## src/hdl/sfg_defines.svh

```systemverilog
// constants for the speculative fetch guard
// assumes byte addresses of 32 bits and one instruction word per fetch request
`ifndef SFG_DEFINES_SVH
`define SFG_DEFINES_SVH

// words that may be fetched past an unresolved conditional branch
`define SFG_SPEC_DEPTH 3'h5
// region guard after reset: every 128MB region guarded
`define SFG_RG_RESET 32'hFFFF_FFFF
// address bits that pick the 128MB region
`define SFG_REGION_MSB 31
`define SFG_REGION_LSB 27
// byte step between sequential fetch words
`define SFG_WORD_STEP 32'h0000_0004

`endif

```

## src/hdl/sfg_pkg.sv

```systemverilog
// types shared by the speculative fetch guard files
// assumes nothing beyond the defines header
`default_nettype none

package sfg_pkg;
    typedef logic [31:0] sfg_addr_type;
    typedef logic [4:0] sfg_region_type;
    // gray along run -> spec -> run
    typedef enum logic [1:0] {
        SFG_RUN = 2'b00,
        SFG_SPEC = 2'b01
    } sfg_state_type;
endpackage

`default_nettype wire

```

## src/hdl/sfg_guard_lookup.sv

```systemverilog
// guard lookup for one fetch address
// assumes the page guarded bit comes from the translation buffer for the same address
`default_nettype none
`include "sfg_defines.svh"

module sfg_guard_lookup (
    // address under test
    input wire logic [31:0] addr,
    // translation state
    input wire logic xlate_en,
    input wire logic tlb_guarded,
    input wire logic [31:0] region_guard,
    // result
    output logic guarded
);
    wire sfg_pkg::sfg_region_type region_idx;
    wire logic region_bit;

    // top five bits index the region guard, bit 15 is 0x7800_0000 up
    assign region_idx = addr[`SFG_REGION_MSB:`SFG_REGION_LSB];
    assign region_bit = region_guard[region_idx];
    // page attribute rules while translating, region bits otherwise
    assign guarded = xlate_en ? tlb_guarded : region_bit;
endmodule

`default_nettype wire

```

## src/hdl/sfg_fetch_guard.sv

```systemverilog
// speculative fetch control between the decode stage and the instruction cache unit
// assumes decode and execute events are single-cycle pulses synchronous to ref_clk
`default_nettype none
`include "sfg_defines.svh"

module sfg_fetch_guard (
    // clock, reset, enable
    input wire logic ref_clk,
    input wire logic resetn,
    input wire logic clk_en,
    // guard configuration
    input wire logic xlate_en,
    input wire logic tlb_guarded,
    input wire logic rg_wr_en,
    input wire logic [31:0] rg_wr_data,
    // decode stage
    input wire logic dcd_valid,
    input wire logic dcd_uncond_branch,
    input wire logic dcd_cond_unresolved,
    input wire logic dcd_pred_taken,
    input wire logic [31:0] dcd_target,
    input wire logic dcd_ctr_branch,
    input wire logic dcd_lr_branch,
    input wire logic dcd_trap_word_instr,
    // execute stage
    input wire logic ctr_move_busy,
    input wire logic lr_move_busy,
    input wire logic [31:0] count_register,
    input wire logic [31:0] link_register,
    input wire logic branch_resolved,
    input wire logic redirect_valid,
    input wire logic [31:0] redirect_addr,
    input wire logic exec_valid,
    input wire logic [31:0] exec_addr,
    // instruction cache unit
    input wire logic icu_ready,
    input wire logic icu_mchk,
    input wire logic [31:0] icu_mchk_addr,
    output logic req_valid,
    output logic [31:0] req_addr,
    output logic req_spec,
    // status and exception
    output logic fetch_held,
    output logic mchk_exc
);
    sfg_pkg::sfg_state_type state_q, state_d;
    logic [31:0] region_guard_q;
    logic [31:0] pc_q, pc_d;
    logic [2:0] spec_cnt_q;
    logic trap_block_q;
    logic ind_wait_q, ind_wait_d;
    logic ind_is_ctr_q, ind_is_ctr_d;
    logic req_valid_q, req_spec_q, fetch_held_q, mchk_exc_q;
    logic [31:0] req_addr_q;
    logic err_pend_q;
    logic [31:0] err_addr_q;

    wire logic dcd_indirect;
    wire logic ind_now;
    wire logic ind_ctr;
    wire logic move_busy;
    wire logic stall_ind;
    wire logic [31:0] reg_target;
    wire logic dcd_redirect;
    wire logic [31:0] cand;
    wire logic guarded;
    wire logic spec;
    wire logic depth_full;
    wire logic load_slot;
    wire logic issue_ok;
    wire logic fire;
    wire logic mchk_hit;

    // sys call and interrupt return have no input here: they are ordinary flow
    assign dcd_indirect = dcd_valid & (dcd_ctr_branch | dcd_lr_branch) & dcd_pred_taken;
    assign ind_now = dcd_indirect | ind_wait_q;
    assign ind_ctr = dcd_indirect ? dcd_ctr_branch : ind_is_ctr_q;
    assign move_busy = ind_ctr ? ctr_move_busy : lr_move_busy;
    // stale register is only avoided when a move is in flight or a trap replaced it
    assign stall_ind = ind_now & (move_busy | trap_block_q);
    // count value used as is, even if stale, when no move is in flight and no trap stands
    assign reg_target = ind_ctr ? count_register : link_register;
    // unconditional targets taken as safe; predicted-taken conditional targets stay speculative
    assign dcd_redirect = dcd_valid & (dcd_uncond_branch | (dcd_cond_unresolved & dcd_pred_taken));
    assign cand = redirect_valid ? redirect_addr :
                  (ind_now & ~stall_ind) ? reg_target :
                  dcd_redirect ? dcd_target : pc_q;
    assign spec = (state_q == sfg_pkg::SFG_SPEC) | (dcd_valid & dcd_cond_unresolved);
    assign depth_full = (state_q == sfg_pkg::SFG_SPEC) & (spec_cnt_q >= `SFG_SPEC_DEPTH);
    assign load_slot = ~req_valid_q | icu_ready;
    // guarded space is fetched only once the path is resolved
    assign issue_ok = redirect_valid |
                      (~(ind_now & stall_ind) & ~(spec & (guarded | depth_full)));
    assign fire = clk_en & load_slot & issue_ok;
    assign mchk_hit = exec_valid & err_pend_q & (exec_addr == err_addr_q);

    sfg_guard_lookup u_lookup (
        .addr(cand),
        .xlate_en(xlate_en),
        .tlb_guarded(tlb_guarded),
        .region_guard(region_guard_q),
        .guarded(guarded)
    );

    // next sequential pc keeps redirects even while the request slot is busy
    always_comb begin
        pc_d = pc_q;
        if (fire) begin
            pc_d = cand + `SFG_WORD_STEP;
        end else if (redirect_valid | (ind_now & ~stall_ind) | dcd_redirect) begin
            pc_d = cand;
        end
    end

    // an indirect branch waiting on its register stays remembered
    always_comb begin
        ind_wait_d = ind_wait_q;
        ind_is_ctr_d = ind_is_ctr_q;
        if (redirect_valid | (ind_now & ~stall_ind)) begin
            ind_wait_d = 1'b0;
        end else if (dcd_indirect) begin
            ind_wait_d = 1'b1;
            ind_is_ctr_d = dcd_ctr_branch;
        end
    end

    always_comb begin
        state_d = state_q;
        case (state_q)
            sfg_pkg::SFG_RUN: begin
                if (dcd_valid & dcd_cond_unresolved & ~redirect_valid) begin
                    state_d = sfg_pkg::SFG_SPEC;
                end
            end
            sfg_pkg::SFG_SPEC: begin
                if (branch_resolved | redirect_valid) begin
                    state_d = sfg_pkg::SFG_RUN;
                end
            end
            default: state_d = sfg_pkg::SFG_RUN;
        endcase
    end

    always_ff @(posedge ref_clk or negedge resetn) begin
        if (!resetn) begin
            region_guard_q <= `SFG_RG_RESET;
        end else if (clk_en & rg_wr_en) begin
            region_guard_q <= rg_wr_data;
        end
    end

    always_ff @(posedge ref_clk or negedge resetn) begin
        if (!resetn) begin
            state_q <= sfg_pkg::SFG_RUN;
            pc_q <= 32'h0000_0000;
            ind_wait_q <= 1'b0;
            ind_is_ctr_q <= 1'b0;
        end else if (clk_en) begin
            state_q <= state_d;
            pc_q <= pc_d;
            ind_wait_q <= ind_wait_d;
            ind_is_ctr_q <= ind_is_ctr_d;
        end
    end

    // depth counts words issued since the unresolved branch entered decode
    always_ff @(posedge ref_clk or negedge resetn) begin
        if (!resetn) begin
            spec_cnt_q <= 3'h0;
        end else if (clk_en) begin
            if (state_d != sfg_pkg::SFG_SPEC) begin
                spec_cnt_q <= 3'h0;
            end else if (fire & ~redirect_valid) begin
                spec_cnt_q <= spec_cnt_q + 3'h1;
            end
        end
    end

    // trap stands until the pipeline redirects; set wins over the clear
    always_ff @(posedge ref_clk or negedge resetn) begin
        if (!resetn) begin
            trap_block_q <= 1'b0;
        end else if (clk_en) begin
            if (dcd_valid & dcd_trap_word_instr) begin
                trap_block_q <= 1'b1;
            end else if (redirect_valid) begin
                trap_block_q <= 1'b0;
            end
        end
    end

    always_ff @(posedge ref_clk or negedge resetn) begin
        if (!resetn) begin
            req_valid_q <= 1'b0;
            req_addr_q <= 32'h0000_0000;
            req_spec_q <= 1'b0;
            fetch_held_q <= 1'b0;
        end else if (clk_en) begin
            fetch_held_q <= load_slot & ~issue_ok;
            if (load_slot) begin
                req_valid_q <= issue_ok;
                req_addr_q <= cand;
                req_spec_q <= spec & ~redirect_valid;
            end
        end
    end

    // error is parked; it becomes an exception only when execution reaches it
    always_ff @(posedge ref_clk or negedge resetn) begin
        if (!resetn) begin
            err_pend_q <= 1'b0;
            err_addr_q <= 32'h0000_0000;
            mchk_exc_q <= 1'b0;
        end else if (clk_en) begin
            mchk_exc_q <= mchk_hit;
            if (icu_mchk) begin
                err_pend_q <= 1'b1;
                err_addr_q <= icu_mchk_addr;
            end else if (mchk_hit) begin
                err_pend_q <= 1'b0;
            end
        end
    end

    assign req_valid = req_valid_q;
    assign req_addr = req_addr_q;
    assign req_spec = req_spec_q;
    assign fetch_held = fetch_held_q;
    assign mchk_exc = mchk_exc_q;

    spec_depth_a: assert property (@(posedge ref_clk) disable iff (!resetn)
        spec_cnt_q <= 3'h5)
        else $error("speculative depth passed five words");
    guard_reset_a: assert property (@(posedge ref_clk) disable iff (!resetn)
        (region_guard_q != 32'hFFFF_FFFF)
        |-> (($past(rg_wr_en) && $past(clk_en)) || $past(region_guard_q) != 32'hFFFF_FFFF))
        else $error("region guard left all-guarded without a write");
    region_sel_a: assert property (@(posedge ref_clk) disable iff (!resetn)
        (!xlate_en && cand[31:27] == 5'd15) |-> (guarded == region_guard_q[15]))
        else $error("region bit 15 not used for 0x7800_0000 region");
    guard_spec_a: assert property (@(posedge ref_clk) disable iff (!resetn)
        (clk_en && load_slot && spec && guarded && !redirect_valid) |=> !req_valid_q)
        else $error("speculative fetch issued into guarded storage");
    uncond_target_a: assert property (@(posedge ref_clk) disable iff (!resetn)
        (fire && dcd_valid && dcd_uncond_branch && !redirect_valid && !ind_now)
        |=> (req_valid_q && req_addr_q == $past(dcd_target)))
        else $error("unconditional branch did not redirect fetch");
    ctr_target_a: assert property (@(posedge ref_clk) disable iff (!resetn)
        (fire && ind_now && ind_ctr && !stall_ind && !redirect_valid)
        |=> (req_addr_q == $past(count_register)))
        else $error("count branch not fetched from count value");
    move_hold_a: assert property (@(posedge ref_clk) disable iff (!resetn)
        (clk_en && load_slot && stall_ind && !redirect_valid) |=> !req_valid_q)
        else $error("fetch issued while register move in flight");
    trap_block_a: assert property (@(posedge ref_clk) disable iff (!resetn)
        (clk_en && dcd_valid && dcd_trap_word_instr) |=> trap_block_q)
        else $error("trap did not block indirect fetch");
    mchk_defer_a: assert property (@(posedge ref_clk) disable iff (!resetn)
        (mchk_exc_q && $past(clk_en)) |-> $past(mchk_hit))
        else $error("machine check raised before execution reached it");
endmodule

`default_nettype wire

```

## config.mk

```make
export PLATFORM = sky130hd
export DESIGN_NAME = sfg_fetch_guard
export DESIGN_NICKNAME = d
export VERILOG_FILES = /design/src/hdl/sfg_pkg.sv /design/src/hdl/sfg_guard_lookup.sv /design/src/hdl/sfg_fetch_guard.sv
export VERILOG_INCLUDE_DIRS = /design/src /design/src/hdl
export SDC_FILE = /design/constraint.sdc
export NUM_CORES = 1
export LEC_CHECK = 0
export ABC_CLOCK_PERIOD_IN_PS = 11500
export CAP_MARGIN = 5
export CORE_UTILIZATION = 65
export CTS_BUF_LIST = sky130_fd_sc_hd__clkbuf_8 sky130_fd_sc_hd__clkbuf_16
export CTS_CLUSTER_DIAMETER = 80
export DETAILED_ROUTE_END_ITERATION = 16
export DONT_BUFFER_PORTS = 1
export GPL_TIMING_DRIVEN = 0
export HOLD_SLACK_MARGIN = 0.02
export PLACE_DENSITY = 0.83
export SETUP_SLACK_MARGIN = 0.1
export SLEW_MARGIN = 25
export SYNTH_ARGS = -nofsm -noshare
export SYNTH_HDL_FRONTEND = slang
export SYNTH_SLANG_ARGS = --single-unit
```

## constraint.sdc

```tcl
create_clock -name ref_clk -period 11.5 [get_ports ref_clk]
set_input_delay 2.3 -clock ref_clk [delete_from_list [all_inputs] [get_ports ref_clk]]
set_output_delay 2.3 -clock ref_clk [all_outputs]
set_load 0.02 [all_outputs]
```

-- After elaboration in Yosys (flattened, before gate mapping)
Index checks and enable logic that the tools add are counted.
- $add $sub $neg: 2
- multipliers: 0
- div/mod/pow operators: 0
- magnitude comparators: 2
- equal/unequal tests: 3
- shift operators: 0
- muxes and demuxes: 22
- bitwise gates (word level): 39
- reductions and logical operators: 14
- operators with widths (kind ; number):
    32-bit two-way mux ; 6
    32-bit by 3-bit adder with 32-bit output, second input constant ; 1
    32-bit == test ; 1
    1-bit AND ; 21
    2-bit AND reduction ; 8
    1-bit bitwise OR ; 11
    1-bit two-way mux ; 10
    2-bit nonzero test ; 5
    1-bit inverter ; 7
    5-bit by 6-bit less-than comparator with 1-bit output, second input constant ; 1
    3-bit two-way mux ; 2
    1-bit binary-select mux with 5-bit select ; 1
    2-bit two-way mux ; 2
    2-bit case mux with 2 select lines ; 1
    3-bit by 1-bit adder with 3-bit output, second input constant ; 1
    3-bit >= comparator, second input constant ; 1
    2-bit by 1-bit == test with 1-bit output, second input constant ; 1
    2-bit logical NOT ; 1
    2-bit by 1-bit != test with 1-bit output, second input constant ; 1
- bits in registers: 141
- bits in latches: 0
- RAM bits: 0
- memory bits (read-only): 0
- memories: 0

-- Depth between registers and ports, before layout
Gate-level depths: netlist (run 1).
- word-level depth: 23
- gate-level depth with buffers: 19
- mapped depth without buffers: 13

-- Hierarchy
A second synthesis (run 1) with hierarchy kept.
- cells, all modules: 815
- area total of the unflattened synthesis: 8354.3 µm²
- by module, submodules not included (module ; times used ; cells an instance ; area each (µm²)):
    sfg_fetch_guard ; 1 ; 772 ; 8013.9
    sfg_guard_lookup ; 1 ; 43 ; 340.3

-- Worst setup path after synthesis (run 1)
OpenSTA, ideal clock, no wires.
- path type: input to register
- start point: input port dcd_valid
- end point: register pc_q[28]
- setup time: 0.122 ns
- data arrival time: 5.442 ns
- data required time: 11.378 ns
- setup slack: 5.936 ns
- stages on the path: 19
- buffers on the path: 6
- cell sequence: a41o_1 > a31oi_1 > and3_1 > buf_6 > buf_8 > buf_6 > buf_6 > mux2i_1 > mux2i_1 > inv_1 > ha_1 > nand2b_1 > or3_1 > buf_6 > nand2b_4 > buf_6 > or4_1 > o21ai_1 > o2bb2ai_1
- elaborated cells on any way between the ends: 34
- RTL lines (item ; line ; source):
    start: declaration ; sfg_fetch_guard.sv:17 ; input wire logic dcd_valid,
    1-bit AND (2 in a row) ; sfg_fetch_guard.sv:75 ; assign dcd_indirect = dcd_valid & (dcd_ctr_branch | dcd_lr_branch) & dcd_pred_taken;
    1-bit two-way mux ; n/a ;
    1-bit two-way mux ; sfg_fetch_guard.sv:78 ; assign move_busy = ind_ctr ? ctr_move_busy : lr_move_busy;
    1-bit bitwise OR ; sfg_fetch_guard.sv:80 ; assign stall_ind = ind_now & (move_busy | trap_block_q);
    1-bit AND ; sfg_fetch_guard.sv:80 ;
    1-bit inverter ; sfg_fetch_guard.sv:86 ; (ind_now & ~stall_ind) ? reg_target :
    1-bit AND ; sfg_fetch_guard.sv:86 ;
    32-bit two-way mux * ; sfg_fetch_guard.sv:86 ;
    32-bit two-way mux * ; sfg_fetch_guard.sv:85 ; assign cand = redirect_valid ? redirect_addr :
    net cand[3] ; sfg_fetch_guard.sv:65 ; wire logic [31:0] cand;
    32-bit by 3-bit adder with 32-bit output (no line) * ; n/a ;
    32-bit two-way mux * ; sfg_fetch_guard.sv:108 ; if (fire) begin
    end signal: assignment ; sfg_fetch_guard.sv:160 ; pc_q <= pc_d;
    end: declaration ; sfg_fetch_guard.sv:48 ; logic [31:0] pc_q, pc_d;
Mark *: on every way through the listed nets, which the timed path passes. The rest lies on a longest branch. The select of a mux whose other input is x is not followed.
A chain may end at the register's enable or synchronous reset.

-- Worst setup path after layout (run 1)
- start point: input port dcd_valid
- end point: register pc_q[30]
- word-level cells in the longest chain between the ends: 21
- elaborated cells on any way between the ends: 34
- ends and longest elaborated chain (item ; line ; source):
    1-bit AND (2 in a row) ; sfg_fetch_guard.sv:75 ;
    1-bit two-way mux ; n/a ;
    1-bit two-way mux ; sfg_fetch_guard.sv:78 ;
    1-bit bitwise OR ; sfg_fetch_guard.sv:80 ;
    1-bit AND ; sfg_fetch_guard.sv:80 ;
    1-bit inverter ; sfg_fetch_guard.sv:86, sfg_fetch_guard.sv:110 ;
    1-bit AND ; sfg_fetch_guard.sv:86, sfg_fetch_guard.sv:110 ;
    32-bit two-way mux ; sfg_fetch_guard.sv:86 ;
    [... 4 more ...] ; n/a ;
    1-bit bitwise OR ; sfg_fetch_guard.sv:93 ; (~(ind_now & stall_ind) & ~(spec & (guarded | depth_full)));
    1-bit AND ; sfg_fetch_guard.sv:93 ;
    1-bit inverter ; sfg_fetch_guard.sv:93 ;
    1-bit AND ; sfg_fetch_guard.sv:93 ;
    1-bit bitwise OR ; sfg_fetch_guard.sv:92 ; assign issue_ok = redirect_valid |
    1-bit AND ; sfg_fetch_guard.sv:94 ; assign fire = clk_en & load_slot & issue_ok;
    2-bit nonzero test (no line) ; n/a ;
    2-bit AND reduction (no line) ; n/a ;
Parallel ways exist; a longest one is shown, timed or not. The select of a mux whose other input is x is not followed.

==> results.ini, run 1 <==
[synthesis]
yosysSeqAreaShare_pct=41.2
synth_common_cells=dfrtp_1 (109), mux2i_1 (103), mux2_2 (86)
yosysWarningCount=0
synth-seq-cells=141
ys_types=79
synth_area_leaders=dfrtp_1 (32%), mux2i_1 (12%), mux2_2 (11%)
yosysTopAreaCell=dfrtp_1
syn-num-nets=1066
synth_top_area_share_pct=31.5
ys.flop_type=dfrtp_1
synth_most_common_cell=dfrtp_1
synthCells=819
syn-mean-instance-area_sq_um=10.6
synthesis.area_sq_mm=0.00866
synth_edf_count=0
async_reset_ff_share_pct=100

[pwr]
ir_drop_uv=133
combPwrFrac_pct=27.1
p_per_area_mw_per_mm2=184
p_leak_nw=3.95
switching_power_uw=591
p_seq_share_pct=41.5
sw_frac_of_total_pct=33.9
total_power_mw=1.74
p_int_mw=1.15
p_clk_share_pct=31.4

[sta]
skew_ps=9.66
setup_ws_ps=5460
finalCritPeriodShare_pct=52.6
setup_viol=0
rsz0062_at_grt=no
slew_headroom_pct=38.8
max_slew.worst_pin.slew_ps=917
hold_viol=0
period_needed_ps=6040
holdWs_ps=497
slew_viol_final=0
fmax_mhz=165
fin_tns_setup_ps=0

[floorplanning]
core_area_sq_mm=0.0128
start_util_pct=67.5
die_area_sq_mm=0.0138
die_w_microns=117
core.rowCount=41
io_pins=280
die_h_microns=117

[placed_design]
place.gp.congestion=0.872
pre_cts_ws_ps=5230
dp.cells=991
port_buffers=0
dpl_cell_area_sq_mm=0.00887
dp_hpwl_microns=19200

[global_routing]
grtUsageMet3_pct=9.58
grt_max_degree=142
grt_use_met1_pct=44.2
grt_pass1_wl_microns=39800
grt_pass1_vias=7389
antenna_found_initial=0
busiest_layer=met2
grt_overflow=0
use_met2_pct=63.8
grt_usage_pct=37.7

[detailed_routing]
drt_iter0_markers=533
ant_nets=0
drc=0
vias=6990
post_drt_wl_per_cell_microns=25.0
viasPerCell=6.83
dr.pass1.iters=5
wl_microns=25500

[outcome]
status=completed

[critical_path]
path_max_fanout=10
crit_chain=buf_2, a21boi_0, a32oi_2, a211oi_1, a211o_1, buf_2, mux2i_1, mux2i_1, a32oi_1, o211ai_2, o211ai_2, clkbuf_1, o41ai_1, o2bb2ai_1
cp.required_ps=11850
slowest_stage=a211oi_1
cp-end-kind=flop
worstPathArrival_ps=6390
critPathMaxStageDelay_ps=680
startpoint_type=input port
crit_type=in -> reg

[clocking]
cts_buffers=17
cts_setup_buffers=0
htreeDepth=4
cts.sinks=141
clk_latency_ps=430
cts_tree=built
clock_tree.root_cell=clkbuf_16
path_clk_slew_ps=60
clockBufferDepth=2
ctsHoldBuffers=0
ctsResizeCount=0

[run]
drv_cap=0

[layout]
fin_util_pct=73.8
n_fill_cell=891
instances_no_fill=1023
area_growth_pct=9.38
final_layout_size_suffix_gt1_share_pct=23.3
final_cell_area_sq_mm=0.00947
n_antenna_cell=0
nNetsFinal=1085

[min_path]
hold_class=reg -> reg

-- metal layers --
layer  vias to the layer above  wire, microns  part of all wire [%]
met5                         -              0                     0
met2                       414          12600                    49
li1                       3099              -                     -
met1                      3395           9450                    37
met4                         0           1130                   4.4
met3                        82           2320                   9.1
-- cell usage in the layout (no fill, tap or decap), types with 8 or more instances in the layout --
cell	count
nand2b_1	8
o21ai_1	9
dfstp_2	32
nor4_1	8
inv_1	14
nor2_1	20
o2bb2ai_1	18
nand3_1	14
nand4_1	8
a211oi_1	11
a21oi_1	27
o21ai_0	47
xor2_1	27
buf_1	10
nand2_1	69
xnor2_1	12
clkbuf_1	19
mux2i_1	103
dfrtp_1	109
nor3_1	16
mux2_2	86
buf_2	11
clkbuf_16	19
-- worst max-delay path: cells and delay by family --
family / cells / cell delay (ps)
buf+inv: 3 / 1000
mux: 2 / 360
compound gates: 9 / 2710
-- kinds of logic (layout without fill, tap and decap cells) --
logic type	after synthesis	count (layout)	share of synthesized area [%]
buffers and inverters	69	101	4.19
AND/OR/NAND/NOR	178	178	10.5
AO/OA/AOI/OAI	198	198	16.3
XOR/XNOR	39	39	3.95
flip-flops	141	141	41.2
adder cells (fa/ha/maj)	3	3	0.434
multiplexers	191	191	23.4
-- power groups by stage --
stage | Clock, mW | Combinational, mW | Sequential, mW
2_1_floorplan | 0 | 0.364 | 0.702
3_3_place_gp | 0 | 0.442 | 0.724
3_5_place_dp | 0 | 0.462 | 0.730
4_1_cts | 0.550 | 0.468 | 0.722
5_1_grt | 0.575 | 0.514 | 0.733
6_report | 0.547 | 0.472 | 0.723
-- layout make-up --
cell class | count | area (sq um) | share of cell area (%)
well taps | 172 | 215 | 2.27
clock buffers | 20 | 489 | 5.17
plain buffers | 55 | 310 | 3.28
inverters | 14 | 52.6 | 0.555
flip-flops and latches | 141 | 3570 | 37.7
clock inverters | 12 | 108 | 1.14
multi-input cells | 609 | 4730 | 49.9
-- path summary, 6_finish.rpt --
check,startpoint,depth (start not counted),slack (ps),to
worst min-delay path,pc_q[30],1,500,pc_q[30]
worst max-delay path,dcd_valid,14,5460,pc_q[30]
max in group asynchronous,resetn,0,9640,region_guard_q[18]
min in group asynchronous,resetn,0,1560,req_addr[13]
worst min register to register,pc_q[30],1,500,pc_q[30]
worst max register to register,ind_is_ctr_q,12,7050,pc_q[30]
-- flip-flops by register name, indices dropped and copies added, names as in the netlist --
| register | cells |
|---|---|
| state_q | 2 |
| mchk_exc | 1 |
| trap_block_q | 1 |
| err_pend_q | 1 |
| req_addr | 32 |
| fetch_held | 1 |
| ind_wait_q | 1 |
| req_spec | 1 |
| req_valid | 1 |
| pc_q | 32 |
| region_guard_q | 32 |
| ind_is_ctr_q | 1 |
| err_addr_q | 32 |
| spec_cnt_q | 3 |
(Power assumes the default switching activity.)
==> run 2: changes to the inputs <==
Settings changed: ABC_AREA set to 1, ABC_CLOCK_PERIOD_IN_PS 11500 to 6100.
Clock period 11.5 ns to 6.1 ns, I/O delays scaled along.
==> results.ini, run 2 <==
[layout]
n_fill_cell=1102
final_cell_mix=nand2_1 (546), dfrtp_1 (109), nand3_1 (82)
final_cell_area_sq_mm=0.00996
regArea_sq_mm=0.00357
area_growth_pct=9.02
nNetsFinal=1536
final_common_cell=nand2_1
final_layout_size_suffix_gt1_share_pct=15.7
multiInputGateArea_sq_mm=0.00494

[sta]
rsz0062_at_grt=no
slew_headroom_pct=38.5
setup_ws_ps=2120
skew_ps=8.28
setup_viol=0
slew_viol_final=0
fmax_mhz=251
period_needed_ps=3980
hold_viol=0
finalCritPeriodShare_pct=65.2
max_slew.worst_pin.slew_ps=917
fin_tns_setup_ps=0

[global_routing]
grt_pass1_wl_microns=41300
grt_pass1_vias=8200
antenna_found_initial=1
grt_usage_pct=37.6
grt_overflow=0
grt_max_degree=142

[synthesis]
synth_top_area_share_pct=29.9
synth_top_family_by_area=simple AND/OR/NAND/NOR gates
synth_compound_area_share_pct=5.35
synth_edf_count=0
ys_types=41
synth-seq-cells=141
async_reset_ff_share_pct=100
synthCells=1270
yosys.area_share.xor_xnor_pct=3.93
synth_area_leaders=dfrtp_1 (30%), nand2_1 (22%), dfstp_2 (9.2%)
ys.flop_type=dfrtp_1
synthAdderAreaFrac_pct=0.411
syn-mean-instance-area_sq_um=7.19
muxShareOfSynthArea_pct=7.52
syn-num-nets=1517
yosysSeqAreaShare_pct=39.1
synth_common_cells=nand2_1 (546), dfrtp_1 (109), nand3_1 (82)
synth_most_common_cell=nand2_1
yosysTopAreaCell=dfrtp_1
yosysWarningCount=0
synthesis.area_sq_mm=0.00914
synth-simple-area-share_pct=36.9

[clocking]
path_clk_slew_ps=60
ctsHoldBuffers=0
cts_tree=built
cts_buffers=17
clk_latency_ps=430
cts_setup_buffers=0
ctsResizeCount=0
clock_tree.root_cell=clkbuf_16
cts.sinks=141
clockBufferDepth=2
htreeDepth=4

[detailed_routing]
post_drt_wl_per_cell_microns=18.0
vias=8654
viasPerCell=5.85
drc=0
wl_microns=26600
ant_nets=0
drt_iter0_markers=627
dr.pass1.iters=5

[critical_path]
crit_type=in -> reg
path_max_fanout=10
reg2reg_setup_slack_ps=2700
reg2reg_depth=20
cp.required_ps=6420
crit_path_start=dcd_cond_unresolved
startpoint_type=input port
r2r-end=pc_q[26]
cp-end-kind=flop
worstPathArrival_ps=4300
timing.rr.start=ind_is_ctr_q
endpoint=pc_q[26]

[placed_design]
pre_cts_ws_ps=1820
dp_hpwl_microns=20000
place.gp.congestion=0.977
dpl_cell_area_sq_mm=0.00936
port_buffers=0

[floorplanning]
io_pins=280
die_w_microns=121
core.rowCount=42
die_h_microns=121
core_area_sq_mm=0.0135
start_util_pct=67.9
die_area_sq_mm=0.0145

[pwr]
p_per_area_mw_per_mm2=335
ir_drop_uv=192
p_leak_nw=4.98

[min_path]
hold_class=in -> async

[run]
drv_cap=0

[outcome]
status=completed

==> run 2: cell type report <==
type	count	share of cell area [%]
antenna	1	0.0251
tap	176	2.21
clock buffer	20	5.02
buffer	60	3.17
clock inverter	12	1.02
inverter	82	3.09
multi-input combinational	987	49.6
sequential	141	35.8
==> run 2: metal layers <==
layer / vias up / wire length [microns] / global-route usage [%]
met5: - / 0 / 0
met4: 0 / 746 / 16.5
met3: 67 / 2460 / 8.25
met2: 464 / 12700 / 61.9
met1: 4003 / 10600 / 47.6
li1: 4120 / - / -
==> run 2: cell families (layout without fill, tap and decap cells) <==
group	after synthesis	count (layout)
AOI/OAI and AO/OA	92	92
xor gates and xnor gates	41	41
adders and majority gates	3	3
buffers and inverters	142	174
DFF	141	141
muxes	61	61
other	0	1
and+or+nand+nor	790	790
==> run 2: critical path, cell delays in order <==
cell	delay (ps)
a21o_1	90
nand2_1	200
inv_1	210
buf_2	290
buf_2	250
nand2_1	80
nand2_1	60
nand2_1	50
nand3_1	100
o21ai_2	130
inv_1	220
ha_1	240
nand2_1	160
nor2_1	380
nand3_1	160
xor2_1	170
nand4_1	100
nand2_1	70
nand2_1	70
nand2_1	40
==> run 2: metrics by stage <==
step                      power (mW)  util, %  cells  hold slack [ps]
after floorplan                 2.03        -   1270              442
after global placement          2.25     69.5   1446              457
after detailed placement        2.28     69.5   1446              462
after CTS                       3.32     74.0   1478              477
after global routing            3.51     74.0   1479              472
final                           3.34     74.0   1479              480
==> run 2: worst min path at each step <==
stage               endpoint      from
3_3_place_gp         pc_q[0]   pc_q[0]
2_1_floorplan        pc_q[0]   pc_q[0]
4_1_cts        err_addr_q[9]    resetn
3_5_place_dp        pc_q[28]  pc_q[28]
5_1_grt        err_addr_q[9]    resetn
6_report       err_addr_q[9]    resetn
==> run 2: power by group <==
group | total (mW) | switching, mW | internal, mW
registers | 1.35 | 0.201 | 1.14
logic | 0.945 | 0.603 | 0.342
clock network | 1.05 | 0.414 | 0.633
==> run 3: changes to the inputs <==
Settings changed: ABC_CLOCK_PERIOD_IN_PS 6100 to 3750.
Clock period 6.1 ns to 3.75 ns, I/O delays scaled along.
==> results.ini, run 3 (synthesis gave the netlist of run 2 again) <==
[placed_design]
port_buffers=0
dpl_cell_area_sq_mm=0.00936
dp.cells=1446
dp_hpwl_microns=20000
pre_cts_ws_ps=-64.4
place.gp.congestion=0.977

[sta]
fin_tns_setup_ps=0
fmax_mhz=293
period_needed_ps=3410
slew_headroom_pct=39.2
slew_viol_final=0
setup_viol=0
skew_ps=10.8
finalCritPeriodShare_pct=91.0
hold_viol=0
max_slew.worst_pin.slew_ps=906
holdWs_ps=30.4
setup_ws_ps=337
rsz0062_at_grt=no

[min_path]
hold_class=in -> async

[detailed_routing]
drc=0
dr.pass1.iters=6
drt_iter0_markers=630
wl_microns=27000
ant_nets=0
viasPerCell=5.87
vias=8691
post_drt_wl_per_cell_microns=18.2

[clocking]
cts_setup_buffers=0
clk_latency_ps=430
cts_tree=built
cts_buffers=17
clockBufferDepth=2
cts.sinks=141
clock_tree.root_cell=clkbuf_16
path_clk_slew_ps=60
htreeDepth=4

[pwr]
p_clk_share_pct=31.2
sw_frac_of_total_pct=36.8
p_leak_nw=4.99
p_seq_share_pct=40.1
total_power_mw=5.46
switching_power_mw=2.01
p_per_area_mw_per_mm2=546
ir_drop_uv=335
combPwrFrac_pct=28.7
p_int_mw=3.45

[global_routing]
grt_overflow=0
grt_pass1_vias=8213
grt_pass1_wl_microns=41600
grt_usage_pct=37.9
antenna_found_initial=1
grt_max_degree=95

[layout]
final_layout_size_suffix_gt1_share_pct=15.9
nNetsFinal=1538
final_common_cell=nand2_1
fin_util_pct=74.4
final_cell_area_sq_mm=0.0100
area_growth_pct=9.52
instances_no_fill=1481
final_cell_mix=nand2_1 (546), dfrtp_1 (109), nand3_1 (82)

[critical_path]
startpoint_type=input port
crit_top_cell=nand2_1
path_max_fanout=10
crit_type=in -> reg
cp-end-kind=flop
crit_chain=a21o_1, nand2_1, inv_1, buf_2, buf_2, nand2_1, nand2_1, nand2_1, nand3_1, o21ai_2, inv_1, ha_1, nand2_1, nor2_2, nand3_1, xor2_1, nand4_1, nand2_1, nand2_1, nand2_1
cp.required_ps=4070
worstPathArrival_ps=3730
slowest_stage=buf_2
reg2reg_depth=23
critPathMaxStageDelay_ps=290

[floorplanning]
die_w_microns=121
core_area_sq_mm=0.0135
die_area_sq_mm=0.0145
io_pins=280
core.rowCount=42
die_h_microns=121
start_util_pct=67.9

[outcome]
status=completed

[run]
drv_cap=0

run 3: power groups by stage:
stage	sequential [mW]	clock [mW]	combinational, mW
final	2.19	1.70	1.57
after global routing	2.22	1.76	1.75
after CTS	2.18	1.70	1.54
after detailed placement	2.21	0	1.50
after global placement	2.19	0	1.47
after floorplan	2.14	0	1.17
run 3: cell type report:
cell class / instances / area, sq um
Buffer: 60 / 315
Inverter: 82 / 308
Antenna cell: 1 / 2.50
Sequential cell: 141 / 3570
Multi-Input combinational cell: 987 / 4950
Clock inverter: 12 / 101
Fill cell: 1096 / 3450
Clock buffer: 20 / 500
Timing Repair Buffer: 2 / 37.5
Tap cell: 176 / 220
run 3: critical path: cells and delay by family:
family                     cells  cell delay (ps)
and+or+nand+nor               12             1370
buffers and inverters          4              960
adders and majority gates      1              250
AOI/OAI and AO/OA              2              220
xor gates and xnor gates       1              160
run 3: path summary, 6_finish.rpt:
check	end	slack, ps	from
max	pc_q[26]	340	dcd_cond_unresolved
min	pc_q[2]	30	resetn
max reg2reg	pc_q[13]	430	ind_is_ctr_q
min reg2reg	pc_q[31]	480	pc_q[31]
max in group asynchronous	req_addr[27]	2650	resetn
min in group ref_clk	trap_block_q	450	dcd_valid
run 3: what timing repair did:
| action | 4_1_cts | 5_1_grt |
|---|---|---|
| hold endpoints to repair | 94 | 0 |
| resized for setup | 0 | 2 |
| setup endpoints to repair | 0 | 3 |
| hold buffers | 2 | 0 |
run 3: layer usage:
layer,wire [microns],global-route usage (%),vias to the layer above
li1,-,-,4117
met1,10700,47.8,4035
met2,12900,63.0,479
met3,2590,8.16,60
met4,740,16.4,0
met5,0,0,-
